File: config.mk
export PLATFORM = sky130hd
export DESIGN_NAME = cncfg_top
export DESIGN_NICKNAME = d
export VERILOG_FILES = /design/src/shared/cncfg_pkg.sv /design/src/core/cncfg_quad.sv /design/src/core/cncfg_top.sv
export VERILOG_INCLUDE_DIRS = /design/src /design/src/shared
export SDC_FILE = /design/constraint.sdc
export NUM_CORES = 1
export LEC_CHECK = 0
export ABC_AREA = 1
export BUFFER_PORTS_ARGS = -buffer_cell sky130_fd_sc_hd__buf_4
export CORE_AREA = 2 2 168 170
export CTS_CLUSTER_DIAMETER = 60
export CTS_CLUSTER_SIZE = 24
export DETAILED_ROUTE_END_ITERATION = 7
export DIE_AREA = 0 0 170 172
export GPL_TIMING_DRIVEN = 0
export PLACE_DENSITY = 0.63
export SYNTH_ARGS = -nofsm -noshare
export SYNTH_HDL_FRONTEND = slang
export SYNTH_SLANG_ARGS = --single-unit
File: constraint.sdc
create_clock -name mclk_i -period 2.25 [get_ports mclk_i]
set_input_delay 0.1125 -clock mclk_i [delete_from_list [all_inputs] [get_ports mclk_i]]
set_output_delay 0.1125 -clock mclk_i [all_outputs]
set_load 0.05 [all_outputs]
File: src/shared/cncfg_defs.svh
`ifndef CNCFG_DEFS_SVH
`define CNCFG_DEFS_SVH

// register byte offsets
`define CNCFG_OFF_CONFIG 8'h00
`define CNCFG_OFF_STATE 8'h04
`define CNCFG_OFF_WHEEL0 8'h08
`define CNCFG_OFF_WHEEL1 8'h0C
`define CNCFG_OFF_WHEEL2 8'h10
`define CNCFG_OFF_IRQ_STAT 8'h14
`define CNCFG_OFF_IRQ_MASK 8'h18

// config register fields (read only)
`define CNCFG_CFG_OPEN_BIT 0
`define CNCFG_CFG_RATE_LSB 1
`define CNCFG_CFG_NODE_LSB 4
`define CNCFG_CFG_DONE_BIT 12

// state register fields (software written)
`define CNCFG_ST_NMT_LSB 0
`define CNCFG_ST_CONFIG_BIT 2
`define CNCFG_ST_WARN_BIT 3
`define CNCFG_ST_LOST_BIT 4
`define CNCFG_ST_BUSOFF_BIT 5
`define CNCFG_ST_WIDTH 6
`define CNCFG_ST_RESET 6'h04

// protocol state codes in the state register
`define CNCFG_NMT_PREOP 2'h0
`define CNCFG_NMT_STOPPED 2'h1
`define CNCFG_NMT_OPER 2'h2

// interrupt bits: one step event per handwheel
`define CNCFG_IRQ_WIDTH 3
`define CNCFG_IRQ_MASK_RESET 3'h0

// indicator timing, handwheel count and count width
`define CNCFG_CLK_NS 100
`define CNCFG_TICK_MS 200
`define CNCFG_PHASES 6
`define CNCFG_WHEELS 3
`define CNCFG_COUNT_W 16

`endif

File: src/shared/cncfg_pkg.sv
package cncfg_pkg;
   typedef enum logic [1:0] {
      CNCFG_RATE_1000,
      CNCFG_RATE_800,
      CNCFG_RATE_500,
      CNCFG_RATE_250
   } cncfg_rate_t;

   typedef logic signed [15:0] cncfg_count_t;
endpackage

File: src/core/cncfg_quad.sv
`include "cncfg_defs.svh"

module cncfg_quad (
   // clock and reset
   input wire logic mclk_i,
   input wire logic rst_b_i,
   // encoder phases
   input wire logic phase_a_i,
   input wire logic phase_b_i,
   // decoded position
   output cncfg_pkg::cncfg_count_t count_o,
   output logic step_o
);
   logic [1:0] sync1_reg;
   logic [1:0] sync2_reg;
   logic [1:0] prev_reg;
   cncfg_pkg::cncfg_count_t count_reg;
   logic step_reg;
   logic [2:0] live_reg;

   wire logic moved = sync2_reg != prev_reg;
   // both phases changing at once is a lost edge, not a step;
   // no count until prev_reg holds a real sample, or a pin idling high fakes a step
   wire logic valid_step = live_reg[2] && moved &&
      ((sync2_reg[1] ^ prev_reg[1]) != (sync2_reg[0] ^ prev_reg[0]));
   // a leads b counts up: new a differs from old b
   wire logic up = prev_reg[0] ^ sync2_reg[1];
   wire cncfg_pkg::cncfg_count_t count_next =
      up ? cncfg_pkg::cncfg_count_t'(count_reg + 16'sh0001)
         : cncfg_pkg::cncfg_count_t'(count_reg - 16'sh0001);

   always_ff @(posedge mclk_i or negedge rst_b_i) begin
      if (!rst_b_i) begin
         sync1_reg <= 2'h0;
         sync2_reg <= 2'h0;
         prev_reg <= 2'h0;
         live_reg <= 3'h0;
      end else begin
         live_reg <= {live_reg[1:0], 1'b1};
         sync1_reg <= {phase_a_i, phase_b_i};
         sync2_reg <= sync1_reg;
         prev_reg <= sync2_reg;
      end
   end

   always_ff @(posedge mclk_i or negedge rst_b_i) begin
      if (!rst_b_i) begin
         count_reg <= 16'sh0000;
         step_reg <= 1'b0;
      end else begin
         step_reg <= valid_step;
         if (valid_step) begin
            count_reg <= count_next;
         end
      end
   end

   assign count_o = count_reg;
   assign step_o = step_reg;

   AST_QUAD_UP: assert property (@(posedge mclk_i) disable iff (!rst_b_i)
      valid_step && up |=> count_reg == $past(count_reg) + 16'sh0001)
      else $error("handwheel count did not rise on forward step");

   AST_QUAD_DOWN: assert property (@(posedge mclk_i) disable iff (!rst_b_i)
      valid_step && !up |=> count_reg == $past(count_reg) - 16'sh0001)
      else $error("handwheel count did not fall on reverse step");
endmodule // cncfg_quad

File: src/core/cncfg_top.sv
// Notes on behaviour
// - switch one off proprietary, on CANopen
// - switches two/three pick the CANopen bit rate
// - bit rate sampled only at reset
// - switch four is node number MSB
// - rotary selector gives node low bits
// - lower node number wins the bus
// - node number changes only after reset
// - green blinks preop, flashes stopped, on operational
// - red dark ready, blinks during configuration
// - red single flash at error warning level
// - red double flash on lost communication
// - red steady while controller is bus-off
// - three handwheels, phases A and B
//
// Design decisions made here: the register addresses and the APB slave port.
`include "cncfg_defs.svh"

module cncfg_top #(
   parameter int TICK_CYCLES = `CNCFG_TICK_MS * 1000000 / `CNCFG_CLK_NS
) (
   // clock and reset
   input wire logic mclk_i,
   input wire logic rst_b_i,
   // apb slave
   input wire logic psel_i,
   input wire logic penable_i,
   input wire logic pwrite_i,
   input wire logic [7:0] paddr_i,
   input wire logic [31:0] pwdata_i,
   output logic [31:0] prdata_o,
   output logic pready_o,
   output logic pslverr_o,
   // configuration switches, high means on
   input wire logic dip_protocol_i,
   input wire logic dip_rate_hi_i,
   input wire logic dip_rate_lo_i,
   input wire logic dip_node_msb_i,
   input wire logic [3:0] rotary_node_i,
   // arbitration against a competing node
   input wire logic [4:0] peer_node_i,
   output logic arb_win_o,
   // configuration towards the bus controller
   output logic canopen_o,
   output cncfg_pkg::cncfg_rate_t rate_o,
   output logic rate_valid_o,
   output logic [4:0] node_id_o,
   // indicators
   output logic led_run_o,
   output logic led_err_o,
   // handwheels
   input wire logic handwheel_one_phase_a_i,
   input wire logic handwheel_one_phase_b_i,
   input wire logic handwheel_two_phase_a_i,
   input wire logic handwheel_two_phase_b_i,
   input wire logic handwheel_three_phase_a_i,
   input wire logic handwheel_three_phase_b_i,
   // interrupt
   output logic irq_o
);
   // switch capture
   logic sampled_reg;
   logic canopen_reg;
   cncfg_pkg::cncfg_rate_t rate_reg;
   logic [4:0] node_reg;
   cncfg_pkg::cncfg_rate_t rate_decode;

   // registers
   logic [`CNCFG_ST_WIDTH-1:0] state_reg;
   logic [`CNCFG_IRQ_WIDTH-1:0] irq_stat_reg;
   logic [`CNCFG_IRQ_WIDTH-1:0] irq_mask_reg;
   logic [31:0] prdata_reg;
   logic hit_reg;

   // indicator timing
   logic [31:0] tick_cnt_reg;
   logic [2:0] phase_reg;
   logic led_run_reg;
   logic led_err_reg;
   logic led_run_next;
   logic led_err_next;

   // handwheels
   cncfg_pkg::cncfg_count_t wheel_count [`CNCFG_WHEELS];
   logic [`CNCFG_WHEELS-1:0] wheel_step;
   logic [`CNCFG_WHEELS-1:0] wheel_a;
   logic [`CNCFG_WHEELS-1:0] wheel_b;

   assign wheel_a = {handwheel_three_phase_a_i, handwheel_two_phase_a_i, handwheel_one_phase_a_i};
   assign wheel_b = {handwheel_three_phase_b_i, handwheel_two_phase_b_i, handwheel_one_phase_b_i};

   for (genvar i = 0; i < `CNCFG_WHEELS; i++) begin : g_wheel
      cncfg_quad u_quad (
         .mclk_i(mclk_i),
         .rst_b_i(rst_b_i),
         .phase_a_i(wheel_a[i]),
         .phase_b_i(wheel_b[i]),
         .count_o(wheel_count[i]),
         .step_o(wheel_step[i])
      );
   end

   // switch decode
   always_comb begin
      unique case ({dip_rate_hi_i, dip_rate_lo_i})
         2'h3: rate_decode = cncfg_pkg::CNCFG_RATE_1000;
         2'h1: rate_decode = cncfg_pkg::CNCFG_RATE_800;
         2'h2: rate_decode = cncfg_pkg::CNCFG_RATE_500;
         2'h0: rate_decode = cncfg_pkg::CNCFG_RATE_250;
      endcase
   end

   // switches are caught once, on the first edge after reset release
   always_ff @(posedge mclk_i or negedge rst_b_i) begin
      if (!rst_b_i) begin
         sampled_reg <= 1'b0;
         canopen_reg <= 1'b0;
         rate_reg <= cncfg_pkg::CNCFG_RATE_250;
         node_reg <= 5'h00;
      end else if (!sampled_reg) begin
         sampled_reg <= 1'b1;
         canopen_reg <= dip_protocol_i;
         rate_reg <= rate_decode;
         node_reg <= {dip_node_msb_i, rotary_node_i};
      end
   end

   assign canopen_o = canopen_reg;
   assign rate_o = rate_reg;
   assign rate_valid_o = sampled_reg && canopen_reg;
   assign node_id_o = node_reg;
   assign arb_win_o = sampled_reg && (node_reg < peer_node_i);

   // apb decode
   wire logic setup = psel_i && !penable_i;
   wire logic access = psel_i && penable_i;
   wire logic a_config = paddr_i == `CNCFG_OFF_CONFIG;
   wire logic a_state = paddr_i == `CNCFG_OFF_STATE;
   wire logic a_wheel0 = paddr_i == `CNCFG_OFF_WHEEL0;
   wire logic a_wheel1 = paddr_i == `CNCFG_OFF_WHEEL1;
   wire logic a_wheel2 = paddr_i == `CNCFG_OFF_WHEEL2;
   wire logic a_stat = paddr_i == `CNCFG_OFF_IRQ_STAT;
   wire logic a_mask = paddr_i == `CNCFG_OFF_IRQ_MASK;
   wire logic hit = a_config | a_state | a_wheel0 | a_wheel1 | a_wheel2 | a_stat | a_mask;
   wire logic wr_state = access && pwrite_i && a_state;
   wire logic wr_mask = access && pwrite_i && a_mask;
   wire logic rd_stat = access && !pwrite_i && a_stat;

   wire logic [31:0] cfg_word = {19'h00000, sampled_reg, 3'h0, node_reg, 1'b0, rate_reg, canopen_reg};
   wire logic [31:0] rd_mux =
      a_config ? cfg_word :
      a_state ? {26'h0000000, state_reg} :
      a_wheel0 ? {{16{wheel_count[0][15]}}, wheel_count[0]} :
      a_wheel1 ? {{16{wheel_count[1][15]}}, wheel_count[1]} :
      a_wheel2 ? {{16{wheel_count[2][15]}}, wheel_count[2]} :
      a_stat ? {29'h00000000, irq_stat_reg} :
      a_mask ? {29'h00000000, irq_mask_reg} : 32'h00000000;

   // clear only the bits the read returned, so a step landing meanwhile survives
   wire logic [`CNCFG_IRQ_WIDTH-1:0] stat_clr = rd_stat ? prdata_reg[`CNCFG_IRQ_WIDTH-1:0] : 3'h0;
   wire logic [`CNCFG_IRQ_WIDTH-1:0] irq_stat_next = (irq_stat_reg & ~stat_clr) | wheel_step;

   always_ff @(posedge mclk_i or negedge rst_b_i) begin
      if (!rst_b_i) begin
         prdata_reg <= 32'h00000000;
         hit_reg <= 1'b0;
      end else if (setup) begin
         prdata_reg <= pwrite_i ? 32'h00000000 : rd_mux;
         hit_reg <= hit;
      end
   end

   always_ff @(posedge mclk_i or negedge rst_b_i) begin
      if (!rst_b_i) begin
         state_reg <= `CNCFG_ST_RESET;
         irq_mask_reg <= `CNCFG_IRQ_MASK_RESET;
         irq_stat_reg <= 3'h0;
      end else begin
         irq_stat_reg <= irq_stat_next;
         if (wr_state) begin
            state_reg <= pwdata_i[`CNCFG_ST_WIDTH-1:0];
         end
         if (wr_mask) begin
            irq_mask_reg <= pwdata_i[`CNCFG_IRQ_WIDTH-1:0];
         end
      end
   end

   assign prdata_o = prdata_reg;
   assign pready_o = access;
   assign pslverr_o = access && !hit_reg;
   assign irq_o = |(irq_stat_reg & irq_mask_reg);

   // indicator frame: six ticks, one flash is one tick lit
   wire logic tick = tick_cnt_reg == 32'(TICK_CYCLES - 1);

   always_ff @(posedge mclk_i or negedge rst_b_i) begin
      if (!rst_b_i) begin
         tick_cnt_reg <= 32'h00000000;
         phase_reg <= 3'h0;
      end else if (tick) begin
         tick_cnt_reg <= 32'h00000000;
         phase_reg <= (phase_reg == 3'(`CNCFG_PHASES - 1)) ? 3'h0 : phase_reg + 3'h1;
      end else begin
         tick_cnt_reg <= tick_cnt_reg + 32'h00000001;
      end
   end

   // equal on and off for blinking; long dark after flashes
   wire logic pat_blink = !phase_reg[0];
   wire logic pat_single = phase_reg == 3'h0;
   wire logic pat_double = (phase_reg == 3'h0) || (phase_reg == 3'h2);

   wire logic [1:0] nmt = state_reg[`CNCFG_ST_NMT_LSB+1:`CNCFG_ST_NMT_LSB];
   wire logic st_config = state_reg[`CNCFG_ST_CONFIG_BIT];
   wire logic st_warn = state_reg[`CNCFG_ST_WARN_BIT];
   wire logic st_lost = state_reg[`CNCFG_ST_LOST_BIT];
   wire logic st_busoff = state_reg[`CNCFG_ST_BUSOFF_BIT];

   always_comb begin
      unique case (nmt)
         `CNCFG_NMT_PREOP: led_run_next = pat_blink;
         `CNCFG_NMT_STOPPED: led_run_next = pat_single;
         `CNCFG_NMT_OPER: led_run_next = 1'b1;
         default: led_run_next = 1'b0;
      endcase
   end

   // worst condition shown first
   always_comb begin
      if (st_busoff) begin
         led_err_next = 1'b1;
      end else if (st_lost) begin
         led_err_next = pat_double;
      end else if (st_warn) begin
         led_err_next = pat_single;
      end else if (st_config) begin
         led_err_next = pat_blink;
      end else begin
         led_err_next = 1'b0;
      end
   end

   always_ff @(posedge mclk_i or negedge rst_b_i) begin
      if (!rst_b_i) begin
         led_run_reg <= 1'b0;
         led_err_reg <= 1'b0;
      end else begin
         led_run_reg <= led_run_next;
         led_err_reg <= led_err_next;
      end
   end

   assign led_run_o = led_run_reg;
   assign led_err_o = led_err_reg;

   AST_RATE_FROZEN: assert property (@(posedge mclk_i) disable iff (!rst_b_i)
      sampled_reg |=> $stable(rate_reg) && $stable(canopen_reg))
      else $error("bit rate changed after reset sampling");

   AST_NODE_FROZEN: assert property (@(posedge mclk_i) disable iff (!rst_b_i)
      sampled_reg |=> $stable(node_id_o))
      else $error("node number changed after reset sampling");

   // sampled rst_b_i keeps the release edge out: the capture lands one edge later
   AST_NODE_MAP: assert property (@(posedge mclk_i) disable iff (!rst_b_i)
      rst_b_i && !sampled_reg |=> node_id_o == {$past(dip_node_msb_i), $past(rotary_node_i)})
      else $error("node number not taken from switches");

   AST_RATE_1000: assert property (@(posedge mclk_i) disable iff (!rst_b_i)
      rst_b_i && !sampled_reg && dip_rate_hi_i && dip_rate_lo_i
      |=> rate_o == cncfg_pkg::CNCFG_RATE_1000)
      else $error("both rate switches on did not give 1000 kHz");

   AST_RATE_500: assert property (@(posedge mclk_i) disable iff (!rst_b_i)
      rst_b_i && !sampled_reg && dip_rate_hi_i && !dip_rate_lo_i
      |=> rate_o == cncfg_pkg::CNCFG_RATE_500)
      else $error("on/off rate switches did not give 500 kHz");

   AST_PROTOCOL: assert property (@(posedge mclk_i) disable iff (!rst_b_i)
      rst_b_i && !sampled_reg |=> rate_valid_o == $past(dip_protocol_i))
      else $error("rate validity does not follow protocol switch");

   AST_RUN_OPER: assert property (@(posedge mclk_i) disable iff (!rst_b_i)
      (nmt == `CNCFG_NMT_OPER) [*2] |-> led_run_o)
      else $error("run indicator dark in operational state");

   AST_ERR_BUSOFF: assert property (@(posedge mclk_i) disable iff (!rst_b_i)
      st_busoff [*2] |-> led_err_o)
      else $error("error indicator dark while bus-off");

   AST_ERR_READY: assert property (@(posedge mclk_i) disable iff (!rst_b_i)
      (state_reg[`CNCFG_ST_BUSOFF_BIT:`CNCFG_ST_CONFIG_BIT] == 4'h0) [*2] |-> !led_err_o)
      else $error("error indicator lit while ready");

   AST_DOUBLE_GAP: assert property (@(posedge mclk_i) disable iff (!rst_b_i)
      (st_lost && !st_busoff && phase_reg == 3'h1) [*2] |-> !led_err_o)
      else $error("double flash has no gap between flashes");

   AST_ERR_WARN_GAP: assert property (@(posedge mclk_i) disable iff (!rst_b_i)
      (st_warn && !st_lost && !st_busoff && phase_reg != 3'h0) [*2] |-> !led_err_o)
      else $error("single flash lit outside its flash tick");
endmodule // cncfg_top

==> run_results.csv, run 1 <==
group,metric,value,unit
detailed_routing,routed_via_density,4.91,
detailed_routing,wirelength,25900,um
global_route,grt_pass1_vias,8349,
critical_path,reg2reg_from,"g_wheel[1].u_quad.sync2_reg[1]",
cells_and_area,antenna_cells,0,
logic_synthesis,synthesis.nets,1399,
logic_synthesis,syn_inst,1324,
cells_and_area,final-instance-count-excl-fill,1814,
logic_synthesis,syn_area,9460,um^2
logic_synthesis,avgSynthCellArea,7.15,um^2
detailed_routing,drt_iter0_markers,702,
worst_hold_path,hold_path_end,"hit_reg",
die,fp.dieW,170,um
global_route,grt_use_met3,0.0311,
cells_and_area,seq_area,3660,um^2
logic_synthesis,synth_top_area_cell,"dfrtp_1",
detailed_routing,dr_total_vias,8904,
timing,post-route-period-util,0.905,
run,cap_violations,0,
logic_synthesis,ys_types,51,
timing,finalSetupViolCount,0,
global_route,grt_use_met2,0.300,
pwr,p_per_area,929,nW/um^2
critical_path,endpoint_kind,"register",
logic_synthesis,synthFlopType,"dfrtp_1",
critical_path,worstRegToRegCells,13,
global_route,grt_pass1_wl,42300,um
place,gp_congestion,0.948,
cells_and_area,final_common_cell,"nand2_1",
place,hpwl,19400,um
logic_synthesis,synth_area_leaders,"dfrtp_1 (38%), nand2_1 (16%), inv_1 (7.3%), nand3_1 (5.1%), nor2_1 (3.6%)",
global_route,overflow,0,
pwr,p_total,10600,uW
logic_synthesis,async_flop_share,1.00,
detailed_routing,drt_pass1_iterations,7,
critical_path,cp_max_fo,6,
timing,hold_viol,0,
cells_and_area,layout-drive-gt1-share,0.163,
timing,slew_headroom,0.526,
critical_path,worstSetupStartpointType,"register",
timing,hold_slack,0.0396,ns
clocking,htreeDepth,4,
pwr,peakVddDrop,0.633,mV
global_route,grt_usage,0.183,
clocking,root_buffer,"clkbuf_16",
logic_synthesis,synth_top_area_share,0.378,
die,fp-row-count,61,
place,placed_cells,1755,
detailed_routing,drc_errors,0,
cells_and_area,nets,1530,
global_route,grt_busiest_layer,"met2",
pwr,p_leak,0.00587,uW
cells_and_area,multiInputGateArea,4830,um^2
logic_synthesis,synth_seq_area_share,0.387,
critical_path,ff2ff_setup_slack,0.21,ns
detailed_routing,ant_nets,0,
detailed_routing,wl_per_cell,14.3,um
clocking,clk_latency,0.43,ns
global_route,met1_usage,0.245,
global_route,antenna_found_initial,0,
cells_and_area,layout_common_cells,"nand2_1 (415), inv_1 (185), dfrtp_1 (143)",
die,die_h,172,um
cells_and_area,largest_reg_flops,48,
timing,period_needed,2.04,ns
logic_synthesis,synth_seq_cells,146,
cells_and_area,fillerInstances,2816,
critical_path,setup.worst_path.class,"register to register",
timing,report.final.slew_viol_count,0,
clocking,clock_path_buffers,2,
die,fp.dieArea,29200,um^2
die,ios,111,
timing,max_freq,0.491,GHz
global_route,grt_max_degree,77,
worst_hold_path,min_path_type,"input pin to register",
clocking,cts_tree,"built",
logic_synthesis,synth-edff-count,0,
worst_hold_path,min_from,"penable_i",
worst_hold_path,min_path_cells,4,
cells_and_area,area_growth,21.1,%
critical_path,crit_required,2.56,ns
clocking,clkTransAtPathRegs,0.07,ns
timing,tightest_slew,0.707,ns
critical_path,arrival,2.35,ns
clocking,cts.sinks,146,
die,coreArea,27500,um^2
outcome,outcome,"finished clean",
clocking,cts_buffers,17,
critical_path,r2r-end,"g_wheel[1].u_quad.count_o[14]",
place,port_buffers,84,
die,start_util,0.344,
logic_synthesis,yosysWarnings,0,
timing,finalClockSkew,0.0127,ns
worst max-delay path, stage by stage (launching register included):
cell and delay [ns]:
dfrtp_1 0.42, inv_1 0.07, nand2_1 0.11, nand2_2 0.15, nand2_2 0.13, nand2_1 0.10, nor2_1 0.25, nand2_1 0.15
o21bai_4 0.17, nand2_1 0.12, nand2_1 0.08, nand2_1 0.05, nand3_1 0.06, nand2_1 0.06
power by group:
part / leakage [uW] / internal, uW / switching (uW)
logic: 0.00375 / 1350 / 2680
registers: 0.00182 / 3090 / 515
clock network: 0.000293 / 1760 / 1230
total: 0.00587 / 6210 / 4430
synthesized netlist by cell type, types with 16 or more instances:
master     n
buf_4     16
a41oi_1   25
nand4_1   18
nor2_1    91
xor2_1    39
o21ai_0   65
nor3_1    22
a21oi_1   23
nand2_2   32
nand2_1  415
inv_1    185
nand3_1   97
dfrtp_1  143
per-stage QoR:
stage | cell area [um^2] | util | setup WS (ns) | setup TNS (ns)
after floorplan | 9470 | - | 0.256 | 0
after global placement | 10500 | 0.383 | -0.0803 | -0.861
after detailed placement | 10600 | 0.384 | -0.120 | -1.07
after CTS | 11400 | 0.415 | 0.0597 | 0
after global routing | 11500 | 0.417 | -0.0144 | -0.0144
final | 11500 | 0.417 | 0.214 | 0
how the worst max path moves through the flow:
stage | slack [ns] | cells past startpoint | to | from
floorplan | 0.26 | 4 | arb_win_o | node_id_o[4]
global placement | -0.08 | 8 | g_wheel[1].u_quad.count_o[5] | g_wheel[1].u_quad.sync2_reg[1]
detailed placement | -0.12 | 8 | g_wheel[1].u_quad.count_o[5] | g_wheel[1].u_quad.sync2_reg[1]
CTS | 0.06 | 8 | g_wheel[1].u_quad.count_o[9] | g_wheel[1].u_quad.sync2_reg[1]
global route | -0.01 | 13 | g_wheel[1].u_quad.count_o[14] | g_wheel[1].u_quad.sync2_reg[1]
finish | 0.21 | 13 | g_wheel[1].u_quad.count_o[14] | g_wheel[1].u_quad.sync2_reg[1]
metal layers:
metal	routed length, um	up-vias
met4	694	0
met5	0	-
met3	1350	41
met2	11900	240
met1	12000	4109
li1	-	4514
final cells by class:
| class | instances | share of cell area |
|---|---|---|
| buffer | 35 | 0.0225 |
| clock buffer | 18 | 0.0375 |
| clock inverter | 14 | 0.0156 |
| inverter | 200 | 0.0656 |
| multi-input combinational | 943 | 0.422 |
| sequential | 146 | 0.319 |
| tap | 346 | 0.0378 |
| timing repair buffer | 112 | 0.0801 |
what timing repair did:
item,in CTS,in global routing
gates resized for setup,2,3
pin swaps,0,2
setup buffers,0,6
endpoints found under the hold margin,90,0
hold buffers,21,0
endpoints found under the setup margin,20,27
kinds of logic (layout without fill, tap and decap cells):
logic type	after synthesis	after routing	share of synthesized area
buffers and inverters	235	379	0.107
AOI/OAI and AO/OA	160	160	0.108
other	1	1	0.000396
adders and majority gates	11	11	0.0145
xor gates and xnor gates	51	51	0.0480
and+or+nand+nor	717	717	0.332
muxes	3	3	0.00357
DFF	146	146	0.387
No activity file was read; power rests on OpenSTA's default activity.
==> run 2, diff against run 1 <==
--- a/config.mk
+++ b/config.mk
@@ -7,14 +7,14 @@
 export NUM_CORES = 1
 export LEC_CHECK = 0
 export ABC_AREA = 1
-export BUFFER_PORTS_ARGS = -buffer_cell sky130_fd_sc_hd__buf_4
-export CORE_AREA = 2 2 168 170
+export BUFFER_PORTS_ARGS = -buffer_cell sky130_fd_sc_hd__clkbuf_2
+export CORE_AREA = 2 2 135 137
 export CTS_CLUSTER_DIAMETER = 60
 export CTS_CLUSTER_SIZE = 24
 export DETAILED_ROUTE_END_ITERATION = 7
-export DIE_AREA = 0 0 170 172
+export DIE_AREA = 0 0 137 139
 export GPL_TIMING_DRIVEN = 0
-export PLACE_DENSITY = 0.63
+export PLACE_DENSITY = 0.86
 export SYNTH_ARGS = -nofsm -noshare
 export SYNTH_HDL_FRONTEND = slang
 export SYNTH_SLANG_ARGS = --single-unit
==> run_results.csv, run 2 (synthesis results as in run 1) <==
group,metric,value,unit
outcome,outcome,"finished clean",
clocking,cts_buffers,17,
detailed_routing,drt_pass1_iterations,5,
clocking,clock_path_buffers,2,
cells_and_area,nets,1531,
critical_path,setup.worst_path.class,"register to register",
detailed_routing,drc_errors,0,
detailed_routing,drt_iter0_markers,720,
pwr,p_leak,0.00582,uW
timing,finalClockSkew,0.00763,ns
die,fp.dieArea,19000,um^2
detailed_routing,routed_via_density,5.48,
die,fp-row-count,49,
cells_and_area,layout_common_cells,"nand2_1 (415), inv_1 (185), dfrtp_1 (143)",
critical_path,crit_top_cell,"inv_1",
place,port_buffers,84,
critical_path,cp_max_fo,10,
cells_and_area,finalCoreUtilization,0.630,
timing,report.final.slew_viol_count,0,
timing,max_freq,0.475,GHz
critical_path,startpoint,"g_wheel[1].u_quad.sync2_reg[1]",
global_route,grt_usage,0.262,
critical_path,r2r-end,"g_wheel[1].u_quad.count_o[5]",
clocking,cts.sinks,146,
critical_path,arrival,2.41,ns
critical_path,crit_required,2.56,ns
critical_path,reg2reg_from,"g_wheel[1].u_quad.sync2_reg[1]",
global_route,antenna_found_initial,0,
detailed_routing,wirelength,24600,um
global_route,grt_pass1_wl,40100,um
critical_path,ff2ff_setup_slack,0.15,ns
clocking,htreeDepth,4,
timing,slew_headroom,0.578,
pwr,peakVddDrop,0.740,mV
timing,setup-tns-final,0,ns
global_route,overflow,0,
die,coreArea,17700,um^2
die,fp.dieW,137,um
clocking,clk_latency,0.43,ns
timing,post-route-period-util,0.935,
critical_path,crit_path_end,"g_wheel[1].u_quad.count_o[5]",
cells_and_area,layout-drive-gt1-share,0.165,
clocking,root_buffer,"clkbuf_16",
detailed_routing,dr_total_vias,9300,
cells_and_area,area_growth,17.7,%
place,hpwl,17700,um
clocking,cts_tree,"built",
die,ios,111,
pwr,p_per_area,962,nW/um^2
critical_path,endpoint_kind,"register",
timing,period_needed,2.10,ns
detailed_routing,ant_nets,0,
global_route,grt_max_degree,98,
detailed_routing,wl_per_cell,14.5,um
global_route,grt_pass1_vias,8578,
critical_path,crit_chain,"buf_4 -> xnor2_1 -> ha_1 -> inv_1 -> nor3_4 -> inv_1 -> clkbuf_1 -> nand2_1 -> o21ai_0",
critical_path,worstRegToRegCells,9,
worst_hold_path,min_path_type,"input pin to register",
critical_path,cpMaxStageDelayCell,"dfrtp_1",
cells_and_area,largest_reg_flops,48,
clocking,clkTransAtPathRegs,0.07,ns
die,start_util,0.536,
run,cap_violations,0,
timing,finalSetupViolCount,0,
timing,tightest_slew,0.627,ns
critical_path,cpPeakStageDelay,0.41,ns
timing,hold_viol,0,
cells_and_area,antenna_cells,0,
die,die_h,139,um
place,gp_congestion,0.997,
cells_and_area,final_common_cell,"nand2_1",
critical_path,worstSetupStartpointType,"register",
[run 2: cell count changes in the layout (fill, tap and decap cells not counted), moves of 2 or more]
cell,delta
clkbuf_2,+83
inv_8,+4
clkinv_2,-2
buf_4,-82
[run 2: final cells by class]
class	instances	area, um^2
buffer	35	258
sequential	146	3660
tap	229	287
fill	1483	6530
timing repair buffer	113	719
multi-input combinational	943	4820
clock buffer	17	425
inverter	200	751
clock inverter	15	214
[run 2: power breakdown]
part           internal [uW]  switching [uW]  leakage, uW
logic                   1320            2700      0.00368
registers               3090             527      0.00182
clock network           1800            1270     0.000311
[run 2: what timing repair did]
item,4_1_cts,5_1_grt
resized for setup,2,2
gates cloned,0,0
hold endpoints to repair,72,0
pin swaps,0,2
setup buffers,0,7
endpoints found under the setup margin,13,28
hold buffers,21,0
[run 2: worst min path at each step]
stage / startpoint / end / slack [ns] / cells past startpoint
detailed placement: rst_b_i / g_wheel[2].u_quad.count_o[4] / 0.09 / 1
floorplan: rst_b_i / canopen_o / -0.18 / 0
finish: pwrite_i / prdata_o[6] / 0.03 / 4
CTS: pwrite_i / prdata_o[6] / 0.009 / 4
global placement: handwheel_three_phase_a_i / g_wheel[2].u_quad.sync1_reg[1] / 0.22 / 1
global route: pwrite_i / prdata_o[3] / 0.05 / 4
[run 2: routing by layer]
layer  vias to the layer above  part of all wire  GRT usage
met5                         -                 0          0
met4                         0             0.032      0.114
met3                        68             0.074     0.0431
met2                       435              0.48      0.431
met1                      4278              0.41      0.338
li1                       4519                 -          -
[run 2: stage by stage]
stage / instance area (um^2) / instances / power (uW) / hold slack (ns) / setup WS [ns]
after detailed placement: 10200 / 1638 / 7450 / 0.0858 / -0.0329
final: 11100 / 1698 / 10700 / 0.0309 / 0.147
after global routing: 11100 / 1698 / 11400 / 0.0461 / -0.0241
after CTS: 11100 / 1691 / 10600 / 0.00871 / 0.0599
after floorplan: 9470 / 1324 / 6490 / -0.183 / 0.256
after global placement: 10200 / 1637 / 7340 / 0.222 / -1.32
[run 2: critical path, delay by kind of cell (launching register included)]
family                     cells  cell delay, ns
and+or+nand+nor                2            0.41
DFF                            1            0.41
adders and majority gates      1            0.28
buffers and inverters          4            0.68
AOI/OAI and AO/OA              1            0.08
xor gates and xnor gates       1            0.13
==> run 3, diff against run 2 <==
--- a/config.mk
+++ b/config.mk
@@ -8,12 +8,11 @@
 export LEC_CHECK = 0
 export ABC_AREA = 1
 export BUFFER_PORTS_ARGS = -buffer_cell sky130_fd_sc_hd__clkbuf_2
-export CORE_AREA = 2 2 135 137
+export CORE_AREA = 2 2 160 115
 export CTS_CLUSTER_DIAMETER = 60
 export CTS_CLUSTER_SIZE = 24
 export DETAILED_ROUTE_END_ITERATION = 7
-export DIE_AREA = 0 0 137 139
-export GPL_TIMING_DRIVEN = 0
+export DIE_AREA = 0 0 162 117
 export PLACE_DENSITY = 0.86
 export SYNTH_ARGS = -nofsm -noshare
 export SYNTH_HDL_FRONTEND = slang
==> run_results.csv, run 3 (synthesis results as in run 1) <==
group,metric,value,unit
worst_hold_path,min_path_cells,4,
critical_path,ff2ff_setup_slack,0.14,ns
critical_path,r2r-end,"g_wheel[1].u_quad.count_o[8]",
timing,hold_viol,0,
timing,hold_slack,0.0446,ns
die,coreArea,17500,um^2
die,die_h,117,um
timing,tightest_slew,0.528,ns
critical_path,worstSetupStartpointType,"register",
global_route,antenna_found_initial,0,
timing,max_freq,0.474,GHz
global_route,grt_pass1_vias,8283,
die,start_util,0.539,
cells_and_area,largest_reg_flops,48,
timing,setup-tns-final,0,ns
timing,finalClockSkew,0.0114,ns
critical_path,arrival,2.44,ns
detailed_routing,wirelength,25300,um
run,cap_violations,0,
detailed_routing,drt_iter0_markers,942,
clocking,clk_latency,0.43,ns
cells_and_area,fillerInstances,1503,
die,fp-row-count,41,
critical_path,cp_max_fo,4,
detailed_routing,ant_nets,0,
place,port_buffers,84,
critical_path,reg2reg_from,"g_wheel[1].u_quad.prev_reg[0]",
cells_and_area,nets,1501,
pwr,p_per_area,966,nW/um^2
worst_hold_path,min_from,"pwrite_i",
outcome,outcome,"finished clean",
pwr,peakVddDrop,0.609,mV
detailed_routing,dr_total_vias,9206,
clocking,root_buffer,"clkbuf_16",
timing,period_needed,2.11,ns
critical_path,endpoint_kind,"register",
worst_hold_path,hold_path_end,"prdata_o[3]",
pwr,p_leak,0.00566,uW
critical_path,setup.worst_path.class,"register to register",
place,hpwl,18700,um
detailed_routing,wl_per_cell,15.1,um
clocking,clkTransAtPathRegs,0.07,ns
clocking,cts_tree,"built",
detailed_routing,drt_pass1_iterations,8,
detailed_routing,routed_via_density,5.49,
clocking,cts_buffers,17,
clocking,clock_path_buffers,2,
clocking,htreeDepth,4,
cells_and_area,layout_common_cells,"nand2_1 (414), inv_1 (185), dfrtp_1 (142)",
critical_path,crit_required,2.58,ns
place,gp_congestion,0.971,
critical_path,worstRegToRegCells,15,
timing,finalSetupViolCount,0,
cells_and_area,area_growth,15.0,%
timing,report.final.slew_viol_count,0,
die,ios,111,
timing,slew_headroom,0.648,
cells_and_area,layout-drive-gt1-share,0.153,
die,fp.dieW,162,um
global_route,grt_usage,0.276,
timing,rsz0062_at_grt,"no",
timing,post-route-period-util,0.939,
global_route,overflow,0,
global_route,grt_max_degree,55,
detailed_routing,drc_errors,0,
clocking,cts.sinks,146,
die,fp.dieArea,19000,um^2
cells_and_area,final_common_cell,"nand2_1",
worst_hold_path,min_path_type,"input pin to register",
global_route,grt_pass1_wl,41300,um
==> run 3: per-layer routing <==
metal | part of all wire | global-route usage
met5 | 0 | 0
met4 | 0.026 | 0.106
met3 | 0.081 | 0.0458
met2 | 0.44 | 0.427
met1 | 0.45 | 0.394
==> run 3: worst max path at each step <==
stage	depth (start not counted)	from	slack, ns	endpoint
after floorplan	4	node_id_o[4]	0.26	arb_win_o
after global placement	11	g_wheel[2].u_quad.sync2_reg[1]	0.29	g_wheel[2].u_quad.count_o[10]
after detailed placement	11	g_wheel[2].u_quad.sync2_reg[1]	0.23	g_wheel[2].u_quad.count_o[10]
after CTS	5	node_id_o[4]	0.20	arb_win_o
after global routing	13	g_wheel[2].u_quad.prev_reg[0]	0.004	g_wheel[2].u_quad.count_o[8]
final	15	g_wheel[1].u_quad.prev_reg[0]	0.14	g_wheel[1].u_quad.count_o[8]
==> run 3: metrics by stage <==
step / total power [uW] / area, um^2 / cells / utilization / setup slack, ns
final: 10500 / 10900 / 1676 / 0.620 / 0.138
after CTS: 10400 / 10900 / 1675 / 0.618 / 0.200
after global placement: 7360 / 10100 / 1622 / 0.573 / 0.295
after detailed placement: 7490 / 10100 / 1622 / 0.573 / 0.232
after global routing: 11200 / 10900 / 1675 / 0.620 / 0.00370
after floorplan: 6490 / 9470 / 1324 / - / 0.256
==> run 3: cell type report <==
type | count | area, um^2 | share of cell area
Antenna cell | 1 | 2.50 | 0.000230
Clock buffer | 17 | 425 | 0.0391
Clock inverter | 15 | 163 | 0.0150
Inverter | 200 | 751 | 0.0690
Multi-Input combinational cell | 943 | 4820 | 0.443
Sequential cell | 146 | 3660 | 0.336
Tap cell | 236 | 295 | 0.0271
Timing Repair Buffer | 118 | 759 | 0.0698
==> run 3: critical path: stages, from the launching register on <==
cell	delay, ns
dfrtp_1	0.43
inv_1	0.09
nand2_1	0.16
nand3_1	0.21
nand2_1	0.09
inv_1	0.07
ha_1	0.13
inv_1	0.03
nand2_1	0.12
inv_1	0.09
o21bai_2	0.22
nand2_1	0.10
nand2_1	0.09
nand2_1	0.06
nand3_1	0.07
nand2_1	0.05
==> run 3: power breakdown <==
| group | leakage [uW] | total (uW) | internal [uW] | switching, uW |
|---|---|---|---|---|
| sequential | 0.00182 | 3630 | 3090 | 541 |
| clock | 0.000296 | 2880 | 1580 | 1300 |
| combinational | 0.00354 | 4000 | 1290 | 2700 |
==> run 3: repair_timing <==
action                     CTS  global route
setup endpoints to repair    0            11
hold endpoints to repair    73             0
setup buffers                0             0
hold buffers                21             0
gates resized for setup      0             5
